`src/rtl/cvbp_params.svh`:
```
// Constants of the coprocessor virtual bus port
`ifndef CVBP_PARAMS_SVH
`define CVBP_PARAMS_SVH
`define CVBP_OP_MEM 2'h3
`define CVBP_OP_ARITH 2'h2
`define CVBP_OP3_LSB 19
`define CVBP_RD_LSB 25
`define CVBP_RS1_LSB 14
`define CVBP_OPC_LSB 5
`define CVBP_MEM_HI0 2'h2
`define CVBP_MEM_HI1 2'h3
`define CVBP_POP_HI0 5'h1a
`define CVBP_POP_HI1 5'h1b
`define CVBP_LD_SGL 4'h0
`define CVBP_LD_SR 4'h1
`define CVBP_LD_DBL 4'h3
`define CVBP_ST_SGL 4'h4
`define CVBP_ST_SR 4'h5
`define CVBP_ST_DBL 4'h7
`define CVBP_OPC_MOV 9'h001
`define CVBP_OPC_ADD 9'h041
`define CVBP_OPC_SUB 9'h045
`define CVBP_OPC_CMP 9'h051
`define CVBP_CC_EQ 2'h0
`define CVBP_CC_LT 2'h1
`define CVBP_CC_GT 2'h2
`define CVBP_CSR_CC_LSB 10
`define CVBP_CSR_TT_LSB 14
`define CVBP_CSR_RST 32'h0000_0000
`define CVBP_TT_UNIMP 3'h1
`define CVBP_TT_UNFIN 3'h2
`define CVBP_CMP_CYCLES 3
`endif

```
`src/rtl/cvbp_pkg.sv`:
```
// Types of the coprocessor virtual bus port
package cvbp_pkg;
  typedef enum logic [0:0] {
    EX_IDLE = 1'b0,
    EX_CMP = 1'b1
  } cvbp_ex_state_t;
  typedef enum logic [2:0] {
    K_NONE = 3'b000,
    K_LD = 3'b001,
    K_LDSR = 3'b010,
    K_LDD = 3'b011,
    K_ST = 3'b100,
    K_STSR = 3'b101,
    K_STD = 3'b110,
    K_OP = 3'b111
  } cvbp_kind_t;
  typedef struct packed {
    logic [29:0] addr;
    logic [31:0] ins;
  } cvbp_pair_t;
endpackage

```
`src/rtl/cvbp_stream_if.sv`:
```
// Valid/ready word stream between the port's own modules
`timescale 1ns/1ps
`default_nettype none
interface cvbp_stream_if #(parameter int W = 62) ();
  logic valid;
  logic ready;
  logic [W-1:0] data;
  modport tx (output valid, output data, input ready);
  modport rx (input valid, input data, output ready);
endinterface
`default_nettype wire

```
`src/rtl/cvbp_buf2.sv`:
```
// Two-entry instruction queue with valid/ready on both sides
`timescale 1ns/1ps
`default_nettype none
module cvbp_buf2 #(
  parameter int W = 62
) (
  input wire logic clk_sys,
  input wire logic sys_rst,
  cvbp_stream_if.rx in_s,
  cvbp_stream_if.tx out_s
);
  logic [W-1:0] mem_q [2];
  logic [W-1:0] mem_d [2];
  logic wp_q, wp_d, rp_q, rp_d;
  logic [1:0] cnt_q, cnt_d;
  logic push, pop;

  assign in_s.ready = (cnt_q != 2'h2);
  assign out_s.valid = (cnt_q != 2'h0);
  assign out_s.data = mem_q[rp_q];

  always_comb begin
    push = in_s.valid && in_s.ready;
    pop = out_s.valid && out_s.ready;
    mem_d = mem_q;
    wp_d = wp_q;
    rp_d = rp_q;
    cnt_d = cnt_q;
    if (push) begin
      mem_d[wp_q] = in_s.data;
      wp_d = ~wp_q;
    end
    if (pop) begin
      rp_d = ~rp_q;
    end
    if (push && !pop) begin
      cnt_d = cnt_q + 2'h1;
    end else if (pop && !push) begin
      cnt_d = cnt_q - 2'h1;
    end
  end

  always_ff @(posedge clk_sys) begin
    mem_q <= mem_d;
    if (sys_rst) begin
      wp_q <= 1'b0;
      rp_q <= 1'b0;
      cnt_q <= 2'h0;
    end else begin
      wp_q <= wp_d;
      rp_q <= rp_d;
      cnt_q <= cnt_d;
    end
  end

  a_buf_count: assert property (@(posedge clk_sys) disable iff (sys_rst)
    cnt_q <= 2'h2) else $error("queue count beyond two");
endmodule
`default_nettype wire

```
`src/rtl/cvbp_regfile.sv`:
```
// Working register file, one write and two read ports
`timescale 1ns/1ps
`default_nettype none
module cvbp_regfile #(
  parameter int W = 32,
  parameter int N = 32
) (
  input wire logic clk_sys,
  input wire logic we,
  input wire logic [$clog2(N)-1:0] waddr,
  input wire logic [W-1:0] wdata,
  input wire logic [$clog2(N)-1:0] raddr_a,
  output logic [W-1:0] rdata_a,
  input wire logic [$clog2(N)-1:0] raddr_b,
  output logic [W-1:0] rdata_b
);
  // Not reset: contents are undefined until software loads them
  logic [W-1:0] mem [N];

  always_ff @(posedge clk_sys) begin
    if (we) begin
      mem[waddr] <= wdata;
    end
  end

  assign rdata_a = mem[raddr_a];
  assign rdata_b = mem[raddr_b];
endmodule
`default_nettype wire

```
`src/rtl/cvbp_core.sv`:
```
// Coprocessor end of the shared virtual bus
`timescale 1ns/1ps
`default_nettype none
`include "cvbp_params.svh"
// Summary of operation
// - Shares one clock and reset with integer unit
// - Uses only upper 30 address bits
// - Fetch strobe: address now, instruction next edge
// - Capture every fetched instruction, ours or not
// - Single load one word, double two cycles
// - Own load writes bus word into register
// - Ownership of loads/stores decided by opcode only
// - Own store drives data bus, double two cycles
// - Thirty-two by 32-bit working register file
// - Status register stored and loaded via memory
// - Condition codes in status and on pins
// - Compare drops codes-valid until codes ready
// - Queued operations wait while compare is running
// - Unimplemented operation raises emulation trap
// - Overflowing operation raises unfinished trap
// - Queue entry only after integer unit dispatch
// - Abort drops instructions not yet queued
// - Dependency in decode asserts stall next cycle
// - Exception request held until acknowledge
// - Stage selects move own operation pair into queue
// - New fetch shifts pair one into pair two
module cvbp_core
  import cvbp_pkg::*;
#(
  parameter int CP_SEL = 0,
  parameter int CMP_CYCLES = `CVBP_CMP_CYCLES
) (
  input wire logic clk_sys,
  input wire logic sys_rst,
  input wire logic [29:0] bus_addr_hi,
  input wire logic [31:0] bus_data_in,
  output logic [31:0] bus_data_out,
  output logic bus_data_oe,
  input wire logic fetch_cycle_indicator,
  input wire logic stage_select_first,
  input wire logic stage_select_second,
  input wire logic abort_pending,
  input wire logic exception_ack,
  output logic cond_codes_valid,
  output logic cond_code_bit0,
  output logic cond_code_bit1,
  output logic coproc_hold,
  output logic coproc_exception_req
);
  localparam logic [1:0] MEM_HI = (CP_SEL == 0) ? `CVBP_MEM_HI0
                                                : `CVBP_MEM_HI1;
  localparam logic [4:0] POP_HI = (CP_SEL == 0) ? `CVBP_POP_HI0
                                                : `CVBP_POP_HI1;
  localparam logic [7:0] CMP_LAST = 8'(CMP_CYCLES - 1);

  // Ownership comes from the opcode alone; the address is never looked at
  function automatic cvbp_kind_t kind_of(input logic [31:0] ins);
    logic [5:0] op3;
    op3 = ins[`CVBP_OP3_LSB +: 6];
    kind_of = K_NONE;
    if (ins[31:30] == `CVBP_OP_MEM && op3[5:4] == MEM_HI) begin
      case (op3[3:0])
        `CVBP_LD_SGL: kind_of = K_LD;
        `CVBP_LD_SR: kind_of = K_LDSR;
        `CVBP_LD_DBL: kind_of = K_LDD;
        `CVBP_ST_SGL: kind_of = K_ST;
        `CVBP_ST_SR: kind_of = K_STSR;
        `CVBP_ST_DBL: kind_of = K_STD;
        default: kind_of = K_NONE;
      endcase
    end else if (ins[31:30] == `CVBP_OP_ARITH && op3[5:1] == POP_HI) begin
      kind_of = K_OP;
    end
  endfunction

  cvbp_stream_if #(.W(62)) qin ();
  cvbp_stream_if #(.W(62)) qout ();

  cvbp_buf2 #(.W(62)) u_queue (
    .clk_sys(clk_sys),
    .sys_rst(sys_rst),
    .in_s(qin),
    .out_s(qout)
  );

  logic rf_we;
  logic [4:0] rf_waddr, rf_raddr_a, rf_raddr_b;
  logic [31:0] rf_wdata, rf_rdata_a, rf_rdata_b;

  cvbp_regfile #(.W(32), .N(32)) u_regs (
    .clk_sys(clk_sys),
    .we(rf_we),
    .waddr(rf_waddr),
    .wdata(rf_wdata),
    .raddr_a(rf_raddr_a),
    .rdata_a(rf_rdata_a),
    .raddr_b(rf_raddr_b),
    .rdata_b(rf_rdata_b)
  );

  // Decode pairs
  cvbp_pair_t d1_q, d1_d, d2_q, d2_d;
  logic d1v_q, d1v_d, d2v_q, d2v_d;
  logic [29:0] fa_q, fa_d;
  logic fpend_q, fpend_d;
  logic disp1, disp2, disp;
  cvbp_pair_t dpair;
  cvbp_kind_t dkind;

  always_comb begin
    disp1 = stage_select_first && d1v_q;
    disp2 = stage_select_second && d2v_q && !disp1;
    disp = disp1 || disp2;
    dpair = disp1 ? d1_q : d2_q;
    dkind = disp ? kind_of(dpair.ins) : K_NONE;
    d1_d = d1_q;
    d2_d = d2_q;
    d1v_d = d1v_q && !disp1;
    d2v_d = d2v_q && !disp2;
    fa_d = bus_addr_hi;
    fpend_d = fetch_cycle_indicator;
    if (abort_pending) begin
      d1v_d = 1'b0;
      d2v_d = 1'b0;
      fpend_d = 1'b0;
    end else if (fpend_q) begin
      // Every fetch is captured, whoever the instruction belongs to
      if (d1v_d) begin
        d2_d = d1_q;
        d2v_d = 1'b1;
      end
      d1_d = '{addr: fa_q, ins: bus_data_in};
      d1v_d = 1'b1;
    end
  end

  // One clock, lockstep with the integer unit
  always_ff @(posedge clk_sys) begin
    d1_q <= d1_d;
    d2_q <= d2_d;
    fa_q <= fa_d;
    if (sys_rst) begin
      d1v_q <= 1'b0;
      d2v_q <= 1'b0;
      fpend_q <= 1'b0;
    end else begin
      d1v_q <= d1v_d;
      d2v_q <= d2v_d;
      fpend_q <= fpend_d;
    end
  end

  // Bus transfers, execution and status
  logic [1:0] ld_cnt_q, ld_cnt_d;
  logic [4:0] ld_reg_q, ld_reg_d, st_reg_q, st_reg_d;
  logic ld_sr_q, ld_sr_d, st_more_q, st_more_d;
  logic [31:0] dout_q, dout_d, csr_q, csr_d;
  logic doe_q, doe_d, exc_q, exc_d, hold_q, hold_d, ccv_q, ccv_d;
  logic [1:0] cmp_cnt_q, cmp_cnt_d, ex_cc_q, ex_cc_d;
  logic [7:0] ex_cnt_q, ex_cnt_d;
  cvbp_ex_state_t ex_q, ex_d;
  logic [31:0] hins, sum, dif;
  logic [8:0] hopc;
  logic pop, trap, dep, cmp_push, cmp_done;
  logic [2:0] tt;

  assign qin.valid = disp && dkind == K_OP;
  assign qin.data = dpair;

  always_comb begin
    hins = qout.data[31:0];
    hopc = hins[`CVBP_OPC_LSB +: 9];
    rf_raddr_b = hins[4:0];
    sum = rf_rdata_a + rf_rdata_b;
    dif = rf_rdata_a - rf_rdata_b;
    cmp_push = qin.valid && qin.ready && dpair.ins[`CVBP_OPC_LSB +: 9]
               == `CVBP_OPC_CMP;
    ld_cnt_d = ld_cnt_q;
    ld_reg_d = ld_reg_q;
    ld_sr_d = ld_sr_q;
    st_more_d = 1'b0;
    st_reg_d = st_reg_q;
    dout_d = dout_q;
    doe_d = 1'b0;
    csr_d = csr_q;
    ex_d = ex_q;
    ex_cnt_d = ex_cnt_q;
    ex_cc_d = ex_cc_q;
    rf_we = 1'b0;
    rf_waddr = ld_reg_q;
    rf_wdata = bus_data_in;
    rf_raddr_a = hins[`CVBP_RS1_LSB +: 5];
    trap = 1'b0;
    tt = `CVBP_TT_UNIMP;
    cmp_done = 1'b0;
    // Stores read port a; execution waits during load words and register stores, not status stores
    pop = qout.valid && ex_q == EX_IDLE && !exc_q && ld_cnt_q == 2'h0 &&
          !st_more_q && !(dkind inside {K_ST, K_STD});
    qout.ready = pop;
    if (dkind inside {K_ST, K_STD, K_STSR}) begin
      rf_raddr_a = dpair.ins[`CVBP_RD_LSB +: 5];
      dout_d = (dkind == K_STSR) ? csr_q : rf_rdata_a;
      doe_d = 1'b1;
      st_more_d = (dkind == K_STD);
      st_reg_d = dpair.ins[`CVBP_RD_LSB +: 5] + 5'h1;
    end else if (st_more_q) begin
      rf_raddr_a = st_reg_q;
      dout_d = rf_rdata_a;
      doe_d = 1'b1;
    end
    if (ld_cnt_q != 2'h0) begin
      // The integer unit supplies the address; this end only takes the word
      if (ld_sr_q) begin
        csr_d = bus_data_in;
      end else begin
        rf_we = 1'b1;
      end
      ld_cnt_d = ld_cnt_q - 2'h1;
      ld_reg_d = ld_reg_q + 5'h1;
    end
    if (dkind inside {K_LD, K_LDD, K_LDSR}) begin
      ld_cnt_d = (dkind == K_LDD) ? 2'h2 : 2'h1;
      ld_reg_d = dpair.ins[`CVBP_RD_LSB +: 5];
      ld_sr_d = (dkind == K_LDSR);
    end
    unique case (ex_q)
      EX_IDLE: begin
        if (pop) begin
          rf_waddr = hins[`CVBP_RD_LSB +: 5];
          unique case (hopc)
            `CVBP_OPC_MOV: begin
              rf_we = 1'b1;
              rf_wdata = rf_rdata_b;
            end
            `CVBP_OPC_ADD: begin
              rf_wdata = sum;
              trap = rf_rdata_a[31] == rf_rdata_b[31] &&
                     sum[31] != rf_rdata_a[31];
              rf_we = !trap;
              tt = `CVBP_TT_UNFIN;
            end
            `CVBP_OPC_SUB: begin
              rf_wdata = dif;
              trap = rf_rdata_a[31] != rf_rdata_b[31] &&
                     dif[31] != rf_rdata_a[31];
              rf_we = !trap;
              tt = `CVBP_TT_UNFIN;
            end
            `CVBP_OPC_CMP: begin
              ex_d = EX_CMP;
              ex_cnt_d = CMP_LAST;
              if (rf_rdata_a == rf_rdata_b) begin
                ex_cc_d = `CVBP_CC_EQ;
              end else if ($signed(rf_rdata_a) < $signed(rf_rdata_b)) begin
                ex_cc_d = `CVBP_CC_LT;
              end else begin
                ex_cc_d = `CVBP_CC_GT;
              end
            end
            default: trap = 1'b1;
          endcase
        end
      end
      EX_CMP: begin
        if (ex_cnt_q == 8'h00) begin
          ex_d = EX_IDLE;
          cmp_done = 1'b1;
          csr_d[`CVBP_CSR_CC_LSB +: 2] = ex_cc_q;
        end else begin
          ex_cnt_d = ex_cnt_q - 8'h01;
        end
      end
    endcase
    if (trap) begin
      csr_d[`CVBP_CSR_TT_LSB +: 3] = tt;
    end
    // A new trap in the acknowledge cycle is kept, not lost
    exc_d = (exc_q && !exception_ack) || trap;
    cmp_cnt_d = cmp_cnt_q + {1'b0, cmp_push} - {1'b0, cmp_done};
    ccv_d = (cmp_cnt_d == 2'h0);
    dep = d1v_q && kind_of(d1_q.ins) != K_NONE &&
          (ld_cnt_q != 2'h0 || st_more_q || !qin.ready || exc_q);
    hold_d = dep;
  end

  always_ff @(posedge clk_sys) begin
    if (sys_rst) begin
      ld_cnt_q <= 2'h0;
      ld_reg_q <= 5'h00;
      ld_sr_q <= 1'b0;
      st_more_q <= 1'b0;
      st_reg_q <= 5'h00;
      dout_q <= 32'h0000_0000;
      doe_q <= 1'b0;
      csr_q <= `CVBP_CSR_RST;
      ex_q <= EX_IDLE;
      ex_cnt_q <= 8'h00;
      ex_cc_q <= 2'h0;
      exc_q <= 1'b0;
      hold_q <= 1'b0;
      ccv_q <= 1'b1;
      cmp_cnt_q <= 2'h0;
    end else begin
      ld_cnt_q <= ld_cnt_d;
      ld_reg_q <= ld_reg_d;
      ld_sr_q <= ld_sr_d;
      st_more_q <= st_more_d;
      st_reg_q <= st_reg_d;
      dout_q <= dout_d;
      doe_q <= doe_d;
      csr_q <= csr_d;
      ex_q <= ex_d;
      ex_cnt_q <= ex_cnt_d;
      ex_cc_q <= ex_cc_d;
      exc_q <= exc_d;
      hold_q <= hold_d;
      ccv_q <= ccv_d;
      cmp_cnt_q <= cmp_cnt_d;
    end
  end

  // No address outputs: the integer unit addresses every transfer
  assign bus_data_out = dout_q;
  assign bus_data_oe = doe_q;
  assign cond_codes_valid = ccv_q;
  assign cond_code_bit0 = csr_q[`CVBP_CSR_CC_LSB];
  assign cond_code_bit1 = csr_q[`CVBP_CSR_CC_LSB + 1];
  assign coproc_hold = hold_q;
  assign coproc_exception_req = exc_q;

  a_fetch_capture: assert property (@(posedge clk_sys) disable iff (sys_rst)
    fetch_cycle_indicator && !abort_pending ##1 !abort_pending |=> d1v_q &&
    d1_q.ins == $past(bus_data_in) && d1_q.addr == $past(bus_addr_hi, 2))
    else $error("fetched pair not captured");
  a_flush_clears: assert property (@(posedge clk_sys) disable iff (sys_rst)
    abort_pending |=> !d1v_q && !d2v_q)
    else $error("abort left a decode pair");
  a_ccv_compare: assert property (@(posedge clk_sys) disable iff (sys_rst)
    cmp_push |=> !cond_codes_valid)
    else $error("codes valid during compare");
  a_ccv_run_low: assert property (@(posedge clk_sys) disable iff (sys_rst)
    ex_q == EX_CMP |-> !cond_codes_valid && !qout.ready)
    else $error("compare not interlocked");
  a_exc_drop: assert property (@(posedge clk_sys) disable iff (sys_rst)
    exception_ack && !trap |=> !coproc_exception_req)
    else $error("request kept after acknowledge");
  a_exc_held: assert property (@(posedge clk_sys) disable iff (sys_rst)
    coproc_exception_req && !exception_ack |=> coproc_exception_req)
    else $error("request dropped without acknowledge");
  a_store_double: assert property (@(posedge clk_sys) disable iff (sys_rst)
    dkind == K_STD |=> bus_data_oe [*2])
    else $error("double store not two cycles");
  a_load_count: assert property (@(posedge clk_sys) disable iff (sys_rst)
    dkind == K_LDD |=> ld_cnt_q == 2'h2 ##1 ld_cnt_q == 2'h1)
    else $error("double load not two words");
  a_hold_next: assert property (@(posedge clk_sys) disable iff (sys_rst)
    dep |=> coproc_hold)
    else $error("stall not raised after dependency");
  a_queue_room: assert property (@(posedge clk_sys) disable iff (sys_rst)
    qin.valid |-> qin.ready)
    else $error("dispatch into full queue");
endmodule
`default_nettype wire

```
`config.mk`:
```
export PLATFORM = sky130hd
export DESIGN_NAME = cvbp_core
export DESIGN_NICKNAME = d
export VERILOG_FILES = /design/src/rtl/cvbp_pkg.sv /design/src/rtl/cvbp_stream_if.sv /design/src/rtl/cvbp_buf2.sv /design/src/rtl/cvbp_regfile.sv /design/src/rtl/cvbp_core.sv
export VERILOG_INCLUDE_DIRS = /design/src /design/src/rtl
export SDC_FILE = /design/constraint.sdc
export NUM_CORES = 2
export LEC_CHECK = 0
export BUFFER_PORTS_ARGS = -buffer_cell sky130_fd_sc_hd__buf_4
export CORE_UTILIZATION = 35
export DETAILED_ROUTE_END_ITERATION = 10
export PLACE_DENSITY = 0.52
export SETUP_SLACK_MARGIN = 0.4
export SLEW_MARGIN = 10
export SYNTH_ARGS = -nofsm -noshare
export SYNTH_HDL_FRONTEND = slang
export SYNTH_SLANG_ARGS = --single-unit
```
`constraint.sdc`:
```
create_clock -name clk_sys -period 12.38 [get_ports clk_sys]
set_input_delay 1.238 -clock clk_sys [delete_from_list [all_inputs] [get_ports clk_sys]]
set_output_delay 1.238 -clock clk_sys [all_outputs]
set_load 0.03 [all_outputs]
```
# Word level (Yosys, flattened, before mapping)
# Memory sizes are Yosys's and may differ from the RTL's.
# Index checks and enable logic that the tools add are counted.
dict set report word_totals {
  elab_cells 225
  output_inout_bits 38
  n_memories 1
  input_bits 69
  register_bits 380
  ramBits 1024
}
dict set report op_classes {
  add_sub_neg 10
  magnitude_cmp 4
  muxes 66
  n_reduce_logical 68
  n_eq_ne 39
  bitwise 7
}
# memory depth width rd rd_clocked_by_memory_dff wr line_no
set memory_table {}
lappend memory_table {u_regs.mem 32 32 2 0 1 cvbp_regfile.sv:18} ;# logic [W-1:0] mem [N];
# cell n
set op_table {}
lappend op_table {{$mux W32} 5}
lappend op_table {{$bwmux W124} 1}
lappend op_table {{$mux W62} 2}
lappend op_table {{$pmux W32 S3} 1}
lappend op_table {{$mux W30} 3}
lappend op_table {{$demux W62 S1} 1}
lappend op_table {{$eq A9 B7 Y1 const B} 4}
lappend op_table {{$pmux W3 S6} 2}
lappend op_table {{$mux W17} 2}
lappend op_table {{$add A32 B32 Y32} 1}
lappend op_table {{$eq A32 B32 Y1} 1}
lappend op_table {{$lt A32 B32 Y1} 1}
lappend op_table {{$sub A32 B32 Y32} 1}
lappend op_table {{$mux W5} 6}
lappend op_table {{$logic_and A1 B1 Y1} 26}
lappend op_table {{$eq A4 B3 Y1 const B} 6}
lappend op_table {{$mux W2} 12}
lappend op_table {{$mux W8} 3}
lappend op_table {{$mux W1} 18}
lappend op_table {{$mux W3} 6}
lappend op_table {{$pmux W8 S2} 1}
lappend op_table {{$reduce_bool A2 Y1} 8}
lappend op_table {{$eq A2 B2 Y1 const B} 6}
lappend op_table {{$eq A3 B3 Y1 const B} 4}
lappend op_table {{other kinds (31)} 73}

# Depth between registers and ports, before layout
# An unclocked memory read counts as a cell.
dict set report logic_depth {
  word_depth 20
  ltp_mapped 34
  mapped_depth_nobuf 28
}

# By module
# From an unflattened synthesis, not the netlist that was laid out.
dict set report hier_totals {
  hier_cells 5108
  hier_area_um2 67788.8
}
# module cells_each seq_area_each_um2 area_per_inst_um2 instances
set modules_own_cells {}
lappend modules_own_cells {cvbp_regfile 3386 30749.5 48789.3 1}
lappend modules_own_cells {cvbp_core 1507 6286.0 14321.2 1}
lappend modules_own_cells {cvbp_buf2 215 3803.6 4678.2 1}

# Worst setup path before layout
# OpenSTA, ideal clock, no wires.
dict set report synth_timing {
  path_type {input-to-reg}
  start {in stage_select_first}
  end {mem u_regs.mem[23][0] (enable)}
  t_arrival_ps 10325
  setup_slack_ps 1542
  path_stages 30
  n_path_buf 7
  required_ps 11867
  setup_ps 513
  path_cell_list {nand2_4 mux2_4 or2_4 o31a_2 o21ai_1 buf_2 buf_2 nand2_1 buf_2 buf_2 buf_2 buf_1 nand2_1 a311oi_1 o311ai_0 o31ai_1 ha_1 clkbuf_1 nor2b_1 o21ai_0 a21oi_1 or2_2 a21oi_1 o221a_2 o221ai_1 a2111oi_4 nor3_1 a211oi_1 a211oi_1 nor4b_1}
}
dict set report synth_between {
  elab_chain_len 20
  word_cells_on_any_way 47
  classes_between {add/sub: 2; eq/ne: 16; mux: 13; reduce/logical: 15; memory: 1}
}
# element line_no
set synth_lines {}
lappend synth_lines {{from (decl)} cvbp_core.sv:40} ;# input wire logic stage_select_first,
lappend synth_lines {{$logic_and A1 B1 Y1 (*)} cvbp_core.sv:111} ;# disp1 = stage_select_first && d1v_q;
lappend synth_lines {{branches (longest 19 deep; another with $mem_v2 Z32 W32)} --}
lappend synth_lines {{to (decl)} cvbp_regfile.sv:18}
# Every way passes the cells marked *.

# Worst setup path after layout
dict set report layout_timing {
  start {in stage_select_first}
  end {mem u_regs.mem[6][12] (enable)}
}
# The elaborated chain is that of the path after synthesis.

==> flow_metrics.tcl <==
set metrics [dict create \
    fin_ws_ns 2.14 \
    finalHoldViolCount 0 \
    cts-buffers-inserted 137 \
    p_leak_nw 24.0 \
    ys_ff_latch 1238 \
    htree_num_levels 4 \
    startpoint_type "input port" \
    path_clk_slew_ns 0.06 \
    start_util_pct 35.4 \
    tightest_slew_ns 1.28 \
    clkLatencyLatePin_ns 0.81 \
    antenna_found_initial 5 \
    worstHoldStart "d1_q[11]" \
    rsz0062_at_grt "no" \
    slew_violations 0 \
    clock_skew_ns 0.0326 \
    dr.pass1.iters 6 \
    period_needed_ns 10.24 \
    cp_common_cell "buf_4" \
    cts_tree "built" \
    met3_usage_pct 4.12 \
    yosysWarningCount 0 \
    synth_nets 5214 \
    maxCapViolations 0 \
    grt_pass1_vias 43610 \
    fmaxAchievable_mhz 97.7 \
    critical_path.top_delay_family "compound AO/OA/AOI/OAI gates" \
    post-cts-setup-buffers 0 \
    gr-total-overflow 0 \
    cts-resized-gates 0 \
    async_reset_ff_share_pct 0 \
    arrival_ns 10.66 \
    rows 153 \
    period_share_pct 82.7 \
    synthTopCellsByCount "nand2_1, edfxtp_1, clkbuf_1" \
    drt_iter0_drc 5053 \
    reg2reg_to "u_regs.mem[6][12]" \
    pre_cts_slack_ns 1.43 \
    grt_max_degree 109 \
    synth_edf_count 1136 \
    grtUsageMet2_pct 38.3 \
    place.detailed.hpwl_um 119000 \
    p_per_area_nw_per_um2 184 \
    avgSynthCellArea_um2 12.2 \
    place_congestion 0.893 \
    port_buffers 76 \
    vias 45357 \
    synth_most_common_cell "nand2_1" \
    postLayoutCellArea_um2 70700 \
    r2r_slack_ns 2.28 \
    die_w_um 422 \
    max_stage_delay_ns 0.65 \
    status "complete, no violations" \
    areaGrowthSynthToFinish_pct 14.4 \
    end_kind "flip-flop" \
    drc_errors 0 \
    irDropWorstVdd_mv 0.164 \
    grt.busiest_layer "met2" \
    hp-class "flip-flop to flip-flop" \
    ant_nets 0 \
    met1_usage_pct 31.8 \
    cts_hold_buf 0 \
    cts_root_buffer "clkbuf_16" \
    slew_headroom_pct 14.1 \
    yosys.area.top_type "edfxtp_1" \
    critical_path_buf_inv_count 4 \
    synth_top_area_share_pct 55.2 \
    wirelength_um 215000 \
    worstHoldEndpoint "d2_q[11]" \
    coreArea_um2 175000 \
    synthTopCellsByArea "edfxtp_1, mux4_2, nand2_1" \
    syn_area_um2 61800 \
    cpMaxStageDelayCell "nor2_2" \
    cts_buffer_depth 3 \
    setup_viol 0 \
    critPathKind "input port to flip-flop" \
    cp.required_ns 12.80 \
    routedWlPerCell_um 28.6 \
    holdPathStages 0 \
    synth_cells 5073 \
    synth-main-ff-cell "edfxtp_1" \
    path_max_fanout 35 \
    yosysSeqAreaShare_pct 58.5 \
    tns_ns 0 \
    die_y_um 422 \
    drive_gt1_share_pct 16.5 \
    r2r-start "d1v_q" \
    worst_r2r_path_depth 26 \
    grt_pass1_wl_um 308000 \
    placed_area_um2 66200 \
    clkSinkCount 1238 \
    layout.nets 5194 \
    fp.dieArea_um2 178000 \
    via_per_inst 6.05 \
    whs_ns 0.443 \
    grt_use_total_pct 23.6 \
    synth_cell_type_count 87 \
    ios 107 \
]
==> metal layers <==
layer  vias to the layer above  part of all wire (%)
li1                      19459                     -
met4                         2                   3.4
met5                         -                0.0061
met1                     23168                    41
met2                      2308                    47
met3                       420                   8.8
==> stage by stage <==
| stage | utilization [%] | total power, mW | std cells |
|---|---|---|---|
| 5_1_grt | 40.5 | 13.5 | 7490 |
| 2_1_floorplan | - | 7.51 | 5073 |
| 4_1_cts | 40.5 | 13.0 | 7490 |
| 6_report | 40.5 | 13.0 | 7491 |
| 3_5_place_dp | 37.9 | 8.91 | 7239 |
| 3_3_place_gp | 37.9 | 8.89 | 7239 |
==> power by group <==
group	internal, mW	leakage [nW]	switching [mW]
Combinational	1.40	10.7	2.67
Clock	2.39	2.21	1.74
Sequential	4.75	11.1	0.0709
==> flip-flops by register name, indices dropped and copies added (netlist names), 8 cells and up <==
signal	cells
ex_cnt_q	8
u_queue.mem_q	48
d1_q	32
bus_data_out	32
csr_q	32
d2_q	32
u_regs.mem	1024
==> worst register-to-register path: cells and delay by family (launching register included) <==
kind | cells | cell delay, ns
buffers and inverters | 3 | 1.08
adder cells (fa/ha/maj) | 1 | 0.47
multiplexers | 1 | 0.44
flip-flops | 1 | 0.48
AO/OA/AOI/OAI | 12 | 4.20
AND/OR/NAND/NOR | 9 | 2.98
==> cell type report <==
type                       instances  area, µm²
antenna                            1       2.50
clock buffer                     169       3670
clock inverter                    82        840
fill                           16343     104000
inverter                          84        315
multi-input combinational       3345      24300
sequential                      1238      36200
tap                             2325       2910
timing repair buffer             247       2520
==> cells by family (layout without fill, tap and decap cells) <==
family / after synthesis / count (layout) / synth area share (%)
AOI/OAI and AO/OA: 980 / 980 / 11.3
xor gates and xnor gates: 54 / 54 / 0.765
adders and majority gates: 72 / 72 / 1.48
buffers and inverters: 490 / 582 / 3.11
DFF: 1238 / 1238 / 58.5
muxes: 358 / 358 / 11.1
other: 0 / 1 / 0
and+or+nand+nor: 1881 / 1881 / 13.7
==> layout by cell type (no fill, tap or decap), types with 28 or more instances in the layout <==
cell       netlist  routed
nand2_1       1144    1142
edfxtp_1      1136    1136
a311oi_1       270     270
mux4_2         256     256
and3_1         209     209
buf_4            3     194
a21oi_1        187     185
clkbuf_16        0     140
a211oi_1       138     137
nor2_1         140     134
dfxtp_1        102     101
o21ai_0        114      93
nand3_1         91      90
inv_1           83      83
ha_1            70      70
and2_1          70      69
mux2i_1         68      62
buf_12           0      53
a31oi_1         51      49
nor3_1          47      47
xnor2_1         43      43
nand3b_1        34      34
or3_1           31      31
nor4_2           0      30
mux2_2          30      29
o31ai_1         34      28
clkinv_1         1      28
==> worst max path at each step <==
stage | slack [ns] | endpoint | startpoint | cells after the start
3_3_place_gp | 1.45 | u_regs.mem[11][23] | stage_select_first | 27
2_1_floorplan | 1.54 | u_regs.mem[23][0] | stage_select_first | 30
6_report | 2.14 | u_regs.mem[6][12] | stage_select_first | 27
4_1_cts | 2.24 | u_regs.mem[6][12] | stage_select_first | 27
3_5_place_dp | 1.43 | u_regs.mem[6][18] | stage_select_first | 27
5_1_grt | 1.50 | u_regs.mem[6][12] | stage_select_first | 24
Power figures use the tool's default switching activity.
